### config.mk
export PLATFORM = sky130hd
export DESIGN_NAME = dor_top
export DESIGN_NICKNAME = d
export VERILOG_FILES = /design/src/hw/dor_pkg.sv /design/src/hw/dor_top.sv
export VERILOG_INCLUDE_DIRS = /design/src /design/src/hw
export SDC_FILE = /design/constraint.sdc
export NUM_CORES = 1
export LEC_CHECK = 0
export ABC_AREA = 0
export BUFFER_PORTS_ARGS = -buffer_cell sky130_fd_sc_hd__buf_4
export CELL_PAD_IN_SITES_DETAIL_PLACEMENT = 0
export CELL_PAD_IN_SITES_GLOBAL_PLACEMENT = 1
export CORE_MARGIN = 1
export CORE_UTILIZATION = 41
export DETAILED_ROUTE_END_ITERATION = 12
export PLACE_DENSITY_LB_ADDON = 0.1
export SYNTH_ARGS = -nofsm -noshare
export SYNTH_HDL_FRONTEND = slang
export SYNTH_SLANG_ARGS = --single-unit
### constraint.sdc
create_clock -name CORE_CLK -period 6.3 [get_ports CORE_CLK]
set_input_delay 0.63 -clock CORE_CLK [delete_from_list [all_inputs] [get_ports CORE_CLK]]
set_output_delay 0.63 -clock CORE_CLK [all_outputs]
set_load 0.005 [all_outputs]
### src/hw/dor_params.svh
// Constants of the digital output routing block: offsets, fields, resets, timing
`ifndef DOR_PARAMS_SVH
`define DOR_PARAMS_SVH

`define DOR_OFS_SRC_LO      32'h0000_0000
`define DOR_OFS_SRC_HI      32'h0000_0004
`define DOR_OFS_INV         32'h0000_0008
`define DOR_OFS_CFG         32'h0000_000c
`define DOR_OFS_HOST        32'h0000_0010
`define DOR_OFS_STATUS      32'h0000_0014
`define DOR_OFS_SNAP        32'h0000_0018
`define DOR_OFS_AOUT        32'h0000_001c
`define DOR_OFS_IRQ_STAT    32'h0000_0020
`define DOR_OFS_IRQ_EN      32'h0000_0024
`define DOR_OFS_IRQ_CLR     32'h0000_0028

// CFG fields
`define DOR_CFG_INCPL_LSB   0
`define DOR_CFG_MODCFG_LSB  4
`define DOR_CFG_SERMODE_LSB 8
`define DOR_CFG_CTYPE_LSB   12
`define DOR_CFG_AOSRC_LSB   16
`define DOR_CFG_AOLIVE_BIT  20
`define DOR_CFG_TRKPRI_BIT  21

`define DOR_SRC_RESET       32'h0000_0000
`define DOR_INV_RESET       8'h00
`define DOR_CFG_RESET       32'h0000_0000

`define DOR_SERMODE_HOST    3'h2
`define DOR_CTYPE_CTRLUNIT  3'h4
`define DOR_MOD_NONE        2'h0
`define DOR_MOD_FOUR        2'h1
`define DOR_MOD_RELAY       2'h3

`define DOR_CYCLE_MS        20
`define DOR_CLK_KHZ         100000
`define DOR_CYCLE_CLKS      (`DOR_CYCLE_MS * `DOR_CLK_KHZ)

`define DOR_AO_FULL         12'hfff
`define DOR_AO_LIVE_ZERO    12'h333
`define DOR_AO_HALF         12'h800

`endif

### src/hw/dor_pkg.sv
// Types of the digital output routing block
package dor_pkg;

    typedef struct packed {
        logic front_manual_select;
        logic external_manual_input;
        logic safety_input;
        logic direction_block_up;
        logic direction_block_down;
        logic tracking_input;
        logic internal_setpoint_sel;
        logic computer_standby_input;
        logic [3:0] limit_alarm;
        logic [3:0] range_exceeded;
        logic setpoint_inc;
        logic setpoint_dec;
        logic position_inc;
        logic position_dec;
    } dor_ctrl_in_t;

    typedef struct packed {
        logic [11:0] control_difference;
        logic [11:0] actual_value;
        logic [11:0] setpoint;
        logic [11:0] manipulated;
    } dor_analog_in_t;

    typedef enum logic [2:0] {
        DOR_SRC_NONE = 3'h0,
        DOR_SRC_SB = 3'h1,
        DOR_SRC_OP = 3'h2,
        DOR_SRC_MAN = 3'h3,
        DOR_SRC_TRK = 3'h4,
        DOR_SRC_AL12 = 3'h5,
        DOR_SRC_AL34 = 3'h6,
        DOR_SRC_MUF = 3'h7
    } dor_src_t;

    typedef enum logic [1:0] {
        DOR_PL_NONE = 2'h0,
        DOR_PL_12 = 2'h1,
        DOR_PL_78 = 2'h2,
        DOR_PL_RSV = 2'h3
    } dor_place_t;

    typedef enum logic [2:0] {
        DOR_BUS_IDLE = 3'b001,
        DOR_BUS_WRESP = 3'b010,
        DOR_BUS_RDATA = 3'b100
    } dor_bus_state_t;

    typedef struct packed {
        logic [7:0] awaddr;
        logic aw_have;
        logic [31:0] wdata;
        logic [3:0] wstrb;
        logic w_have;
        logic [31:0] rdata;
        logic [1:0] bresp;
        logic [1:0] rresp;
        dor_bus_state_t wst;
        dor_bus_state_t rst;
    } dor_bus_t;

    typedef struct packed {
        dor_bus_t bus;
        logic [63:0] src_sel;
        logic [7:0] invert;
        logic [31:0] cfg;
        logic [7:0] host_out;
        logic [7:0] dout;
        logic [7:0] snap;
        logic [11:0] aout;
        logic [7:0] msgs;
        logic mod_err;
        logic [2:0] irq_stat;
        logic [2:0] irq_en;
        logic irq;
        logic [31:0] cyc_cnt;
    } dor_state_t;

endpackage : dor_pkg

### src/hw/dor_top.sv
// Digital output routing with AXI4-Lite register access
`include "dor_params.svh"

module dor_top #(
    parameter int unsigned CYCLE_CLKS = `DOR_CYCLE_CLKS,
    parameter int unsigned NUM_OUT = 8,
    parameter int unsigned SEL_W = 8
) (
    input wire logic CORE_CLK,
    input wire logic RST_B,
    input wire logic CLK_EN,
    input wire dor_pkg::dor_ctrl_in_t CTRL_IN,
    input wire dor_pkg::dor_analog_in_t ANALOG_IN,
    input wire logic [1:0] FITTED_MODULE,
    input wire logic [7:0] S_AXI_AWADDR,
    input wire logic S_AXI_AWVALID,
    output logic S_AXI_AWREADY,
    input wire logic [31:0] S_AXI_WDATA,
    input wire logic [3:0] S_AXI_WSTRB,
    input wire logic S_AXI_WVALID,
    output logic S_AXI_WREADY,
    output logic [1:0] S_AXI_BRESP,
    output logic S_AXI_BVALID,
    input wire logic S_AXI_BREADY,
    input wire logic [7:0] S_AXI_ARADDR,
    input wire logic S_AXI_ARVALID,
    output logic S_AXI_ARREADY,
    output logic [31:0] S_AXI_RDATA,
    output logic [1:0] S_AXI_RRESP,
    output logic S_AXI_RVALID,
    input wire logic S_AXI_RREADY,
    output logic [7:0] DIGITAL_OUT,
    output logic [7:0] OUT_ENABLE,
    output logic [11:0] ANALOG_OUT,
    output logic MODULE_ERROR,
    output logic IRQ
);
    import dor_pkg::*;

    dor_state_t s_q;
    dor_state_t s_d;

    // Merge written bytes into an old word
    function automatic logic [31:0] merge(input logic [31:0] old, input logic [31:0] nw, input logic [3:0] be);
        logic [31:0] r;
        r = old;
        for (int b = 0; b < 4; b++) begin
            if (be[b]) begin
                r[b*8 +: 8] = nw[b*8 +: 8];
            end
        end
        return r;
    endfunction : merge

    // Output enables implied by fitted module
    function automatic logic [7:0] mod_enables(input logic [1:0] m);
        logic [7:0] e;
        e = 8'hc3;
        if (m == `DOR_MOD_FOUR) begin
            e = 8'hff;
        end else if (m == `DOR_MOD_RELAY) begin
            e = 8'hcf;
        end
        return e;
    endfunction : mod_enables

    logic [1:0] incpl;
    logic [1:0] modcfg;
    logic [2:0] sermode;
    logic [2:0] ctype;
    logic [2:0] aosrc;
    logic ao_live;
    logic trk_pri;
    logic tick;
    logic manual_req;
    logic blocked;
    logic [7:0] src_msgs;
    logic [7:0] combined;
    logic [7:0] routed;
    logic [7:0] inc_mask;
    logic [7:0] inc_val;
    logic [7:0] unassigned;
    logic [11:0] ao_raw;
    logic [23:0] ao_prod;
    logic [11:0] ao_scaled;
    logic [2:0] irq_evt;

    // Configuration fields
    assign incpl = s_q.cfg[`DOR_CFG_INCPL_LSB +: 2];
    assign modcfg = s_q.cfg[`DOR_CFG_MODCFG_LSB +: 2];
    assign sermode = s_q.cfg[`DOR_CFG_SERMODE_LSB +: 3];
    assign ctype = s_q.cfg[`DOR_CFG_CTYPE_LSB +: 3];
    assign aosrc = s_q.cfg[`DOR_CFG_AOSRC_LSB +: 3];
    assign ao_live = s_q.cfg[`DOR_CFG_AOLIVE_BIT];
    assign trk_pri = s_q.cfg[`DOR_CFG_TRKPRI_BIT];
    assign tick = (s_q.cyc_cnt >= 32'(CYCLE_CLKS - 1));

    // Message signal generation
    always_comb begin
        blocked = CTRL_IN.safety_input | CTRL_IN.direction_block_up | CTRL_IN.direction_block_down;
        manual_req = CTRL_IN.front_manual_select | CTRL_IN.external_manual_input;
        src_msgs = '0;
        src_msgs[DOR_SRC_SB] = ~CTRL_IN.computer_standby_input;
        src_msgs[DOR_SRC_OP] = ~(CTRL_IN.internal_setpoint_sel & CTRL_IN.computer_standby_input);
        src_msgs[DOR_SRC_MAN] = manual_req & ~blocked & ~(trk_pri & CTRL_IN.tracking_input);
        src_msgs[DOR_SRC_TRK] = CTRL_IN.tracking_input & ~blocked & ~(~trk_pri & manual_req);
        src_msgs[DOR_SRC_AL12] = CTRL_IN.limit_alarm[0] | CTRL_IN.limit_alarm[1];
        src_msgs[DOR_SRC_AL34] = CTRL_IN.limit_alarm[2] | CTRL_IN.limit_alarm[3];
        src_msgs[DOR_SRC_MUF] = |CTRL_IN.range_exceeded;
    end

    // Per-output combine, invert, host fallback
    for (genvar i = 0; i < NUM_OUT; i++) begin : g_out
        logic [SEL_W-1:0] sel;
        logic sp_inc;
        logic sp_dec;
        assign sel = s_q.src_sel[i*SEL_W +: SEL_W];
        assign sp_inc = sel[0] & CTRL_IN.setpoint_inc & (ctype == `DOR_CTYPE_CTRLUNIT);
        assign sp_dec = sel[0] & CTRL_IN.setpoint_dec & (ctype == `DOR_CTYPE_CTRLUNIT);
        assign combined[i] = |(sel[7:1] & src_msgs[7:1]);
        assign unassigned[i] = (sel == '0);
        // Inversion after OR, increments bypass it
        assign routed[i] = unassigned[i] ? ((sermode == `DOR_SERMODE_HOST) & s_q.host_out[i])
                         : ((combined[i] ^ (s_q.invert[i] & (|sel[7:1]))) | sp_inc | sp_dec);
    end

    // Positioning increment placement
    always_comb begin
        inc_mask = 8'h00;
        inc_val = 8'h00;
        unique case (incpl)
            DOR_PL_12: begin
                inc_mask = 8'h03;
                inc_val = {6'h00, CTRL_IN.position_dec, CTRL_IN.position_inc};
            end
            DOR_PL_78: begin
                inc_mask = 8'hc0;
                inc_val = {CTRL_IN.position_dec, CTRL_IN.position_inc, 6'h00};
            end
            default: begin
                inc_mask = 8'h00;
                inc_val = 8'h00;
            end
        endcase
    end

    // Analog output source and range
    always_comb begin
        unique case (aosrc)
            3'h0: ao_raw = ANALOG_IN.control_difference + `DOR_AO_HALF;
            3'h1: ao_raw = ANALOG_IN.actual_value;
            3'h2: ao_raw = ANALOG_IN.setpoint;
            default: ao_raw = ANALOG_IN.manipulated;
        endcase
        ao_prod = 24'(ao_raw) * 24'(`DOR_AO_FULL - `DOR_AO_LIVE_ZERO + 12'h1); // Top input reaches top code
        ao_scaled = ao_live ? 12'(`DOR_AO_LIVE_ZERO + 12'(ao_prod >> 12)) : ao_raw;
    end

    // Register next state and bus slave
    always_comb begin
        s_d = s_q;
        irq_evt = 3'h0;
        if (s_q.cyc_cnt >= 32'(CYCLE_CLKS - 1)) begin
            s_d.cyc_cnt = '0;
        end else begin
            s_d.cyc_cnt = s_q.cyc_cnt + 32'h1;
        end
        if (tick) begin
            // Increment placement wins over general routing
            s_d.dout = ((routed & ~inc_mask) | (inc_val & inc_mask)) & mod_enables(FITTED_MODULE);
            s_d.snap = routed & ~inc_mask & mod_enables(FITTED_MODULE);
            s_d.aout = ao_scaled;
            s_d.msgs = src_msgs;
            irq_evt[0] = 1'b1;
            irq_evt[1] = (src_msgs[DOR_SRC_MUF] & ~s_q.msgs[DOR_SRC_MUF]);
        end
        s_d.mod_err = (modcfg != FITTED_MODULE);
        irq_evt[2] = s_d.mod_err & ~s_q.mod_err;
        // Write channel capture
        if (S_AXI_AWVALID & ~s_q.bus.aw_have & (s_q.bus.wst == DOR_BUS_IDLE)) begin
            s_d.bus.awaddr = S_AXI_AWADDR;
            s_d.bus.aw_have = 1'b1;
        end
        if (S_AXI_WVALID & ~s_q.bus.w_have & (s_q.bus.wst == DOR_BUS_IDLE)) begin
            s_d.bus.wdata = S_AXI_WDATA;
            s_d.bus.wstrb = S_AXI_WSTRB;
            s_d.bus.w_have = 1'b1;
        end
        // Clear applied first so a same-cycle event still sets
        unique case (s_q.bus.wst)
            DOR_BUS_IDLE: begin
                if (s_q.bus.aw_have & s_q.bus.w_have) begin
                    s_d.bus.bresp = 2'b00;
                    unique case ({24'h0, s_q.bus.awaddr})
                        `DOR_OFS_SRC_LO: s_d.src_sel[31:0] = merge(s_q.src_sel[31:0], s_q.bus.wdata, s_q.bus.wstrb);
                        `DOR_OFS_SRC_HI: s_d.src_sel[63:32] = merge(s_q.src_sel[63:32], s_q.bus.wdata, s_q.bus.wstrb);
                        `DOR_OFS_INV: s_d.invert = 8'(merge({24'h0, s_q.invert}, s_q.bus.wdata, s_q.bus.wstrb));
                        `DOR_OFS_CFG: s_d.cfg = merge(s_q.cfg, s_q.bus.wdata, s_q.bus.wstrb);
                        `DOR_OFS_HOST: s_d.host_out = 8'(merge({24'h0, s_q.host_out}, s_q.bus.wdata, s_q.bus.wstrb));
                        `DOR_OFS_IRQ_EN: s_d.irq_en = 3'(merge({29'h0, s_q.irq_en}, s_q.bus.wdata, s_q.bus.wstrb));
                        `DOR_OFS_IRQ_CLR: begin
                            if (s_q.bus.wstrb[0]) begin
                                s_d.irq_stat = s_q.irq_stat & ~s_q.bus.wdata[2:0];
                            end
                        end
                        `DOR_OFS_STATUS, `DOR_OFS_SNAP, `DOR_OFS_AOUT, `DOR_OFS_IRQ_STAT: s_d.bus.bresp = 2'b00;
                        default: s_d.bus.bresp = 2'b10;
                    endcase
                    s_d.bus.aw_have = 1'b0;
                    s_d.bus.w_have = 1'b0;
                    s_d.bus.wst = DOR_BUS_WRESP;
                end
            end
            DOR_BUS_WRESP: begin
                if (S_AXI_BREADY) begin
                    s_d.bus.wst = DOR_BUS_IDLE;
                end
            end
            default: s_d.bus.wst = DOR_BUS_IDLE;
        endcase
        s_d.irq_stat = s_d.irq_stat | irq_evt;
        s_d.irq = |(s_d.irq_stat & s_d.irq_en);
        // Read channel
        unique case (s_q.bus.rst)
            DOR_BUS_IDLE: begin
                if (S_AXI_ARVALID) begin
                    s_d.bus.rresp = 2'b00;
                    unique case ({24'h0, S_AXI_ARADDR})
                        `DOR_OFS_SRC_LO: s_d.bus.rdata = s_q.src_sel[31:0];
                        `DOR_OFS_SRC_HI: s_d.bus.rdata = s_q.src_sel[63:32];
                        `DOR_OFS_INV: s_d.bus.rdata = {24'h0, s_q.invert};
                        `DOR_OFS_CFG: s_d.bus.rdata = s_q.cfg;
                        `DOR_OFS_HOST: s_d.bus.rdata = {24'h0, s_q.host_out};
                        `DOR_OFS_STATUS: s_d.bus.rdata = {15'h0, s_q.mod_err, s_q.msgs, s_q.dout};
                        `DOR_OFS_SNAP: s_d.bus.rdata = {24'h0, s_q.snap};
                        `DOR_OFS_AOUT: s_d.bus.rdata = {20'h0, s_q.aout};
                        `DOR_OFS_IRQ_STAT: s_d.bus.rdata = {29'h0, s_q.irq_stat};
                        `DOR_OFS_IRQ_EN: s_d.bus.rdata = {29'h0, s_q.irq_en};
                        `DOR_OFS_IRQ_CLR: s_d.bus.rdata = 32'h0;
                        default: begin
                            s_d.bus.rdata = 32'h0;
                            s_d.bus.rresp = 2'b10;
                        end
                    endcase
                    s_d.bus.rst = DOR_BUS_RDATA;
                end
            end
            DOR_BUS_RDATA: begin
                if (S_AXI_RREADY) begin
                    s_d.bus.rst = DOR_BUS_IDLE;
                end
            end
            default: s_d.bus.rst = DOR_BUS_IDLE;
        endcase
    end

    // State register with clock enable and sync reset
    always_ff @(posedge CORE_CLK) begin
        if (!RST_B) begin
            s_q <= '0;
            s_q.bus.wst <= DOR_BUS_IDLE;
            s_q.bus.rst <= DOR_BUS_IDLE;
            s_q.src_sel <= 64'(`DOR_SRC_RESET);
            s_q.invert <= `DOR_INV_RESET;
            s_q.cfg <= `DOR_CFG_RESET;
        end else if (CLK_EN) begin
            s_q <= s_d;
        end
    end

    // Ports straight from state, except OUT_ENABLE decoded from FITTED_MODULE
    assign S_AXI_AWREADY = ~s_q.bus.aw_have & (s_q.bus.wst == DOR_BUS_IDLE);
    assign S_AXI_WREADY = ~s_q.bus.w_have & (s_q.bus.wst == DOR_BUS_IDLE);
    assign S_AXI_BVALID = (s_q.bus.wst == DOR_BUS_WRESP);
    assign S_AXI_BRESP = s_q.bus.bresp;
    assign S_AXI_ARREADY = (s_q.bus.rst == DOR_BUS_IDLE);
    assign S_AXI_RVALID = (s_q.bus.rst == DOR_BUS_RDATA);
    assign S_AXI_RDATA = s_q.bus.rdata;
    assign S_AXI_RRESP = s_q.bus.rresp;
    assign DIGITAL_OUT = s_q.dout;
    assign OUT_ENABLE = mod_enables(FITTED_MODULE);
    assign ANALOG_OUT = s_q.aout;
    assign MODULE_ERROR = s_q.mod_err;
    assign IRQ = s_q.irq;

endmodule : dor_top

=== Yosys cells after proc, flatten, opt, wreduce, memory -nomap -nowiden ===
Index checks and enable logic that the tools add are counted.

* Multipliers: 1
* Reductions and logical operators: 52
* $add $sub $neg: 3
* Magnitude comparators: 1
* Equality and inequality tests: 37
* Bitwise logic cells: 121
* Multiplexer cells: 38

{| class="wikitable"
|+ Operators by type and width
! operator !! count
|-
| case mux 32 bit (10 select lines) || 1
|-
| OR reduction 7 bit || 16
|-
| logical NOT 8 bit || 10
|-
| AND reduction 5 bit || 14
|-
| bitwise AND 1 bit || 64
|-
| equality test 8 x 5 -> 1 bit (second input constant) || 8
|-
| bitwise AND 7 bit || 8
|-
| equality test 8 x 6 -> 1 bit (second input constant) || 6
|-
| case mux 12 bit (3 select lines) || 1
|-
| adder 32 x 1 -> 32 bit (second input constant) || 1
|-
| bitwise AND 8 bit || 4
|-
| equality test 8 x 4 -> 1 bit (second input constant) || 4
|-
| greater-or-equal comparator 32 x 21 -> 1 bit (second input constant) || 1
|-
| 2-to-1 mux 32 bit || 1
|-
| case mux 8 bit (2 select lines) || 2
|-
| multiplier 12 x 12 -> 24 bit (second input constant) || 1
|-
| 2-to-1 mux 3 bit || 8
|-
| OR reduction 11 bit || 2
|-
| OR 1 bit || 21
|-
| equality test 8 x 3 -> 1 bit (second input constant) || 2
|-
| 2-to-1 mux 8 bit || 2
|-
| 2-to-1 mux 1 bit || 14
|-
| adder 10 x 12 -> 12 bit (first input constant) || 1
|-
| adder 12 bit (second input constant) || 1
|-
| 25 further kinds || 60
|}

* Output and inout port bits: 71
* Logic and storage cells: 286
* Input bits: 130
* Register bits: 275

=== Depth between registers and ports, before layout ===
* Word-level depth: 14
* Gate-level depth with buffers: 28

=== Worst setup path after synthesis ===
No wires, ideal clock.

* Path type: reg-to-reg
* Start: reg s_q (netlist bit aosrc[1])
* End: reg s_q (netlist bit ANALOG_OUT[10])
* Buffers on the path: 2
* Cell stages (with the launch flop): 27
* Required time: 6.230 ns
* Arrival time: 6.493 ns
* Setup slack: -0.263 ns
* Cell sequence: dfxtp_1 clkbuf_1 buf_1 mux2i_1 o21ai_0 a21oi_1 inv_1 ha_1 xor2_1 ha_1 fa_1 fa_1 inv_1 fa_1 inv_1 ha_1 and3_1 a311oi_1 a21boi_0 or2_2 ha_1 nor4_2 a21oi_1 o21ai_0 xor2_1 nand3_1 a21boi_1

* Longest elaborated chain between the ends: 5
* Elaborated cells between the ends (all ways): 7
* Classes of those cells: add/sub (1); mul (1); eq/ne (2); mux (2); reduce/logical (1)

{| class="wikitable"
|+ RTL lines
! what !! line !! source
|-
| from (decl) || dor_top.sv:40 || <nowiki>dor_state_t s_q;</nowiki>
|-
| equality test 3 x 2 -> 1 bit (tied with other cells) || dor_top.sv:149 || <nowiki>unique case (aosrc)</nowiki>
|-
| case mux 12 bit (3 select lines) (*) || dor_top.sv:149 ||
|-
| multiplier 12 x 12 -> 24 bit || dor_top.sv:155 || <nowiki>ao_prod = 24'(ao_raw) * 24'(`DOR_AO_FULL - `DOR_AO_LIVE_ZERO + 12'h1);</nowiki>
|-
| adder 10 x 12 -> 12 bit (no line) || - ||
|-
| 2-to-1 mux 12 bit (*) || dor_top.sv:156 || <nowiki>ao_scaled = ao_live ? 12'(`DOR_AO_LIVE_ZERO + 12'(ao_prod >> 12)) : ao_raw;</nowiki>
|}

Every way passes the cells marked *; elsewhere a longest branch is shown, timed or not.
A chain may end at the register's enable or synchronous reset.

=== Final worst setup path ===
* Start: reg s_q (netlist bit aosrc[1])
* End: reg s_q (netlist bit ANALOG_OUT[5])

The elaborated chain is that of the path after synthesis.

==> key figures <==
Timing
  – Final setup viols: 0
  – Worst Clk Skew: about 16 ps
  – Worst-Margin Slew: around 1200 ps
  – FMAX: 168 MHz
  – Final Hold Violating Endpoints: 0
  – Slew Limit Fails: 0
  – Slew HR: 0.222
  – RSZ-0062 raised after global routing: false
  – Tmin final: about 6000 ps
  – Final worst path period share: 0.947

Global route
  – Antenna violations before repair: 0
  – First-pass GRT wire length: ~74000 um
  – Remaining global-route overflow: 0
  – Largest net degree at the start of global routing: approximately 200
  – Vias in the first global route: roughly 13000
  – Tot GR Track Use: 0.242

Clocking
  – CTS sink cnt: 267
  – Clk Latency, worst-skew pair: approximately 570 ps
  – CTS Hold Bufs: 0
  – Root Buffer: clkbuf_16
  – Max clock buf depth: 3
  – Clock transition at path regs: 70 ps
  – CTS tree: done
  – H-tree levels: 1
  – CTS Buf Count: 31

Cells and area
  – Final net count: ~2200
  – Syn-to-layout area delta: 18.6%
  – Finished Cell Area: between 15000 and 20000 um2
  – Antenna diode count: 0
  – Share of cells above drive strength 1: 0.184

Placement
  – PortBufs: 194
  – Post-DP HPWL: 35000 um
  – GPL Wtd Cong: 0.856
  – Post-place instance area: around 18000 um2

Logic synthesis
  – Primary FF master, synth: dfxtp_1
  – EDFF count, synth: 0
  – Compound-Gate Fraction of Synth Area: 0.156
  – Synthesized flop and latch total: between 200 and 300
  – Main combinational cell family by area after synthesis: simple AND/OR/NAND/NOR gates
  – Post-Syn Area per Cell: between 8 and 9 um2
  – Yosys warns: 0
  – Post-synthesis mux area share: 0.0895
  – Synth Instances: around 1800
  – Post-Synth Simple-Gate Area: 0.200
  – Adder-cell share of the synthesized area: 0.117
  – Yosys cell types: between 70 and 80
  – Register area share after synthesis: 0.334
  – Synthesized cell area: between 15000 and 20000 um2
  – Xor and xnor fraction of the mapped netlist area: 0.0295
  – Async S/R FF share, synth: 0

Floorplanning
  – Die Span Y: ~200 um
  – Placement row count: 72
  – Core Area: 38600 um2
  – I/O pin count: about 200
  – DIE AREA: between 30000 and 40000 um2
  – Die width: around 200 um
  – Starting Density: 0.416

Pwr
  – Peak supply drop: roughly 0.25 mV
  – Total Power: just under 6 mW
  – Pwr Density: around 310 nW/um2
  – Leak pwr: around 7.6 nW

Routing
  – Post-Route WL: 48600 um
  – # DRC: 0
  – Via density: approximately 5.3
  – DR pass1 iterations: 5
  – Post-route antenna net violation count: 0
  – 1st-iter DRT viols: slightly below 900
  – WL per Instance: ~19 um
  – Routed vias: ~13000

Critical path
  – WP data required: roughly 6800 ps
  – Worst setup SP type: flop
  – WP data arrival: ~6500 ps
  – Crit path kind: flop to flop
  – Crit end category: flop
  – Crit Path Max Fanout: 15

Status
  – Status: completed

Worst hold path
  – Hold Path Class: primary input to flop

Flow run
  – Number of max-cap violations: 0
## synth_stat cells (25+ instances only)
cell / n / area share
clkbuf_1: 85 / 0.020
a22oi_1: 32 / 0.015
a21oi_1: 70 / 0.022
buf_4: 62 / 0.029
inv_1: 93 / 0.022
fa_1: 37 / 0.046
a21boi_0: 46 / 0.022
nor2b_1: 156 / 0.061
xnor2_1: 25 / 0.014
dfxtp_1: 267 / 0.33
mux2i_1: 141 / 0.088
o21ai_0: 61 / 0.019
nand2_1: 193 / 0.045
a222oi_1: 25 / 0.016
nor2_1: 92 / 0.022
xor2_1: 29 / 0.016
nand3_1: 30 / 0.0094
ha_1: 91 / 0.071
## worst max-delay path, stage by stage (launching register included)
cell,delay (ps)
dfxtp_4,370
buf_12,150
buf_4,170
a22o_1,210
nand2_1,60
o211ai_1,120
buf_4,170
ha_1,290
inv_1,60
fa_1,490
inv_1,50
fa_1,470
fa_1,550
inv_1,50
fa_1,530
inv_1,40
ha_1,320
buf_4,130
nand2_1,50
a31o_4,240
and3_1,280
nor3_4,250
nand2_1,110
o22a_1,160
o21ai_0,100
mux2_2,360
a21boi_1,110
## metal layers
layer	vias up	track usage	wire (um)
li1	6564	-	-
met1	6425	0.347	23600
met2	346	0.381	21500
met3	56	0.0307	2430
met4	0	0.0568	1020
met5	-	0	0
## logic make-up after synthesis
kind of cell | after synthesis
buffers and inverters | 251
multiplexers | 143
AO/OA/AOI/OAI | 352
adder cells (fa/ha/maj) | 128
flip-flops | 267
AND/OR/NAND/NOR | 622
other | 2
XOR/XNOR | 54
## layout by cell type, fill, tap and decap left out, types with 22 or more instances in the layout
| cell | Yosys | routed |
|---|---|---|
| clkbuf_16 | 0 | 31 |
| xor2_1 | 29 | 29 |
| ha_1 | 91 | 90 |
| a222oi_1 | 25 | 25 |
| inv_1 | 93 | 93 |
| nand3_1 | 30 | 29 |
| nand2_1 | 193 | 193 |
| nor2b_1 | 156 | 155 |
| a21boi_0 | 46 | 45 |
| mux2i_1 | 141 | 141 |
| and2_1 | 22 | 22 |
| xnor2_1 | 25 | 25 |
| o21ai_0 | 61 | 58 |
| fa_1 | 37 | 37 |
| buf_4 | 62 | 266 |
| nor2_1 | 92 | 88 |
| dfxtp_1 | 267 | 266 |
| a21oi_1 | 70 | 64 |
| a22oi_1 | 32 | 32 |
## through the flow
step                utilization  setup WS (ps)  std cells  setup TNS (ps)  hold WS [ps]
floorplan                     -           12.1       1823               0           434
CTS                       0.491           8.66       2502               0           294
detailed placement        0.463           -312       2445            -800           448
finish                    0.493            332       2505               0           313
global route              0.493           7.70       2505               0           313
global placement          0.463           -253       2445            -557           447
## registers in the layout (all words and copies together) (netlist names)
| register | cells |
|---|---|
| modcfg | 2 |
| aosrc | 3 |
| incpl | 2 |
| IRQ | 1 |
| ctype | 3 |
| S_AXI_RRESP | 1 |
| g_out.sel | 64 |
| s_q | 136 |
| MODULE_ERROR | 1 |
| S_AXI_BRESP | 1 |
| S_AXI_RDATA | 32 |
| DIGITAL_OUT | 8 |
| ANALOG_OUT | 12 |
| ao_live | 1 |
## power breakdown
part	switching, mW	internal [mW]
registers	0.0265	1.71
clock network	0.747	1.06
logic	1.19	1.07
total	1.96	3.84
## area by class of cell
class	instances	area [um2]
Fill cell	3784	19600
Clock inverter	9	81.3
Timing Repair Buffer	268	2040
Multi-Input combinational cell	1305	9600
Tap cell	518	648
Inverter	93	349
Clock buffer	45	938
Sequential cell	267	5350
## final timing paths
path	slack, ps	depth (start not counted)	to	startpoint
min	310	3	s_q[269]$_SDFFE_PN0P_	S_AXI_AWADDR[1]
max	330	26	ANALOG_OUT[5]$_SDFFE_PN0P_	aosrc[1]$_SDFFE_PN0P_
max reg2reg	330	26	ANALOG_OUT[5]$_SDFFE_PN0P_	aosrc[1]$_SDFFE_PN0P_
min reg2reg	460	2	s_q[61]$_SDFFE_PN0P_	s_q[61]$_SDFFE_PN0P_
## what timing repair did
action / 4_1_cts / 5_1_grt
pin swaps: 3 / 8
gates resized for setup: 5 / 17
endpoints found under the setup margin: 3 / 10
buffers inserted: 3 / 3
Note: power is estimated with default switching activity, not from simulation.
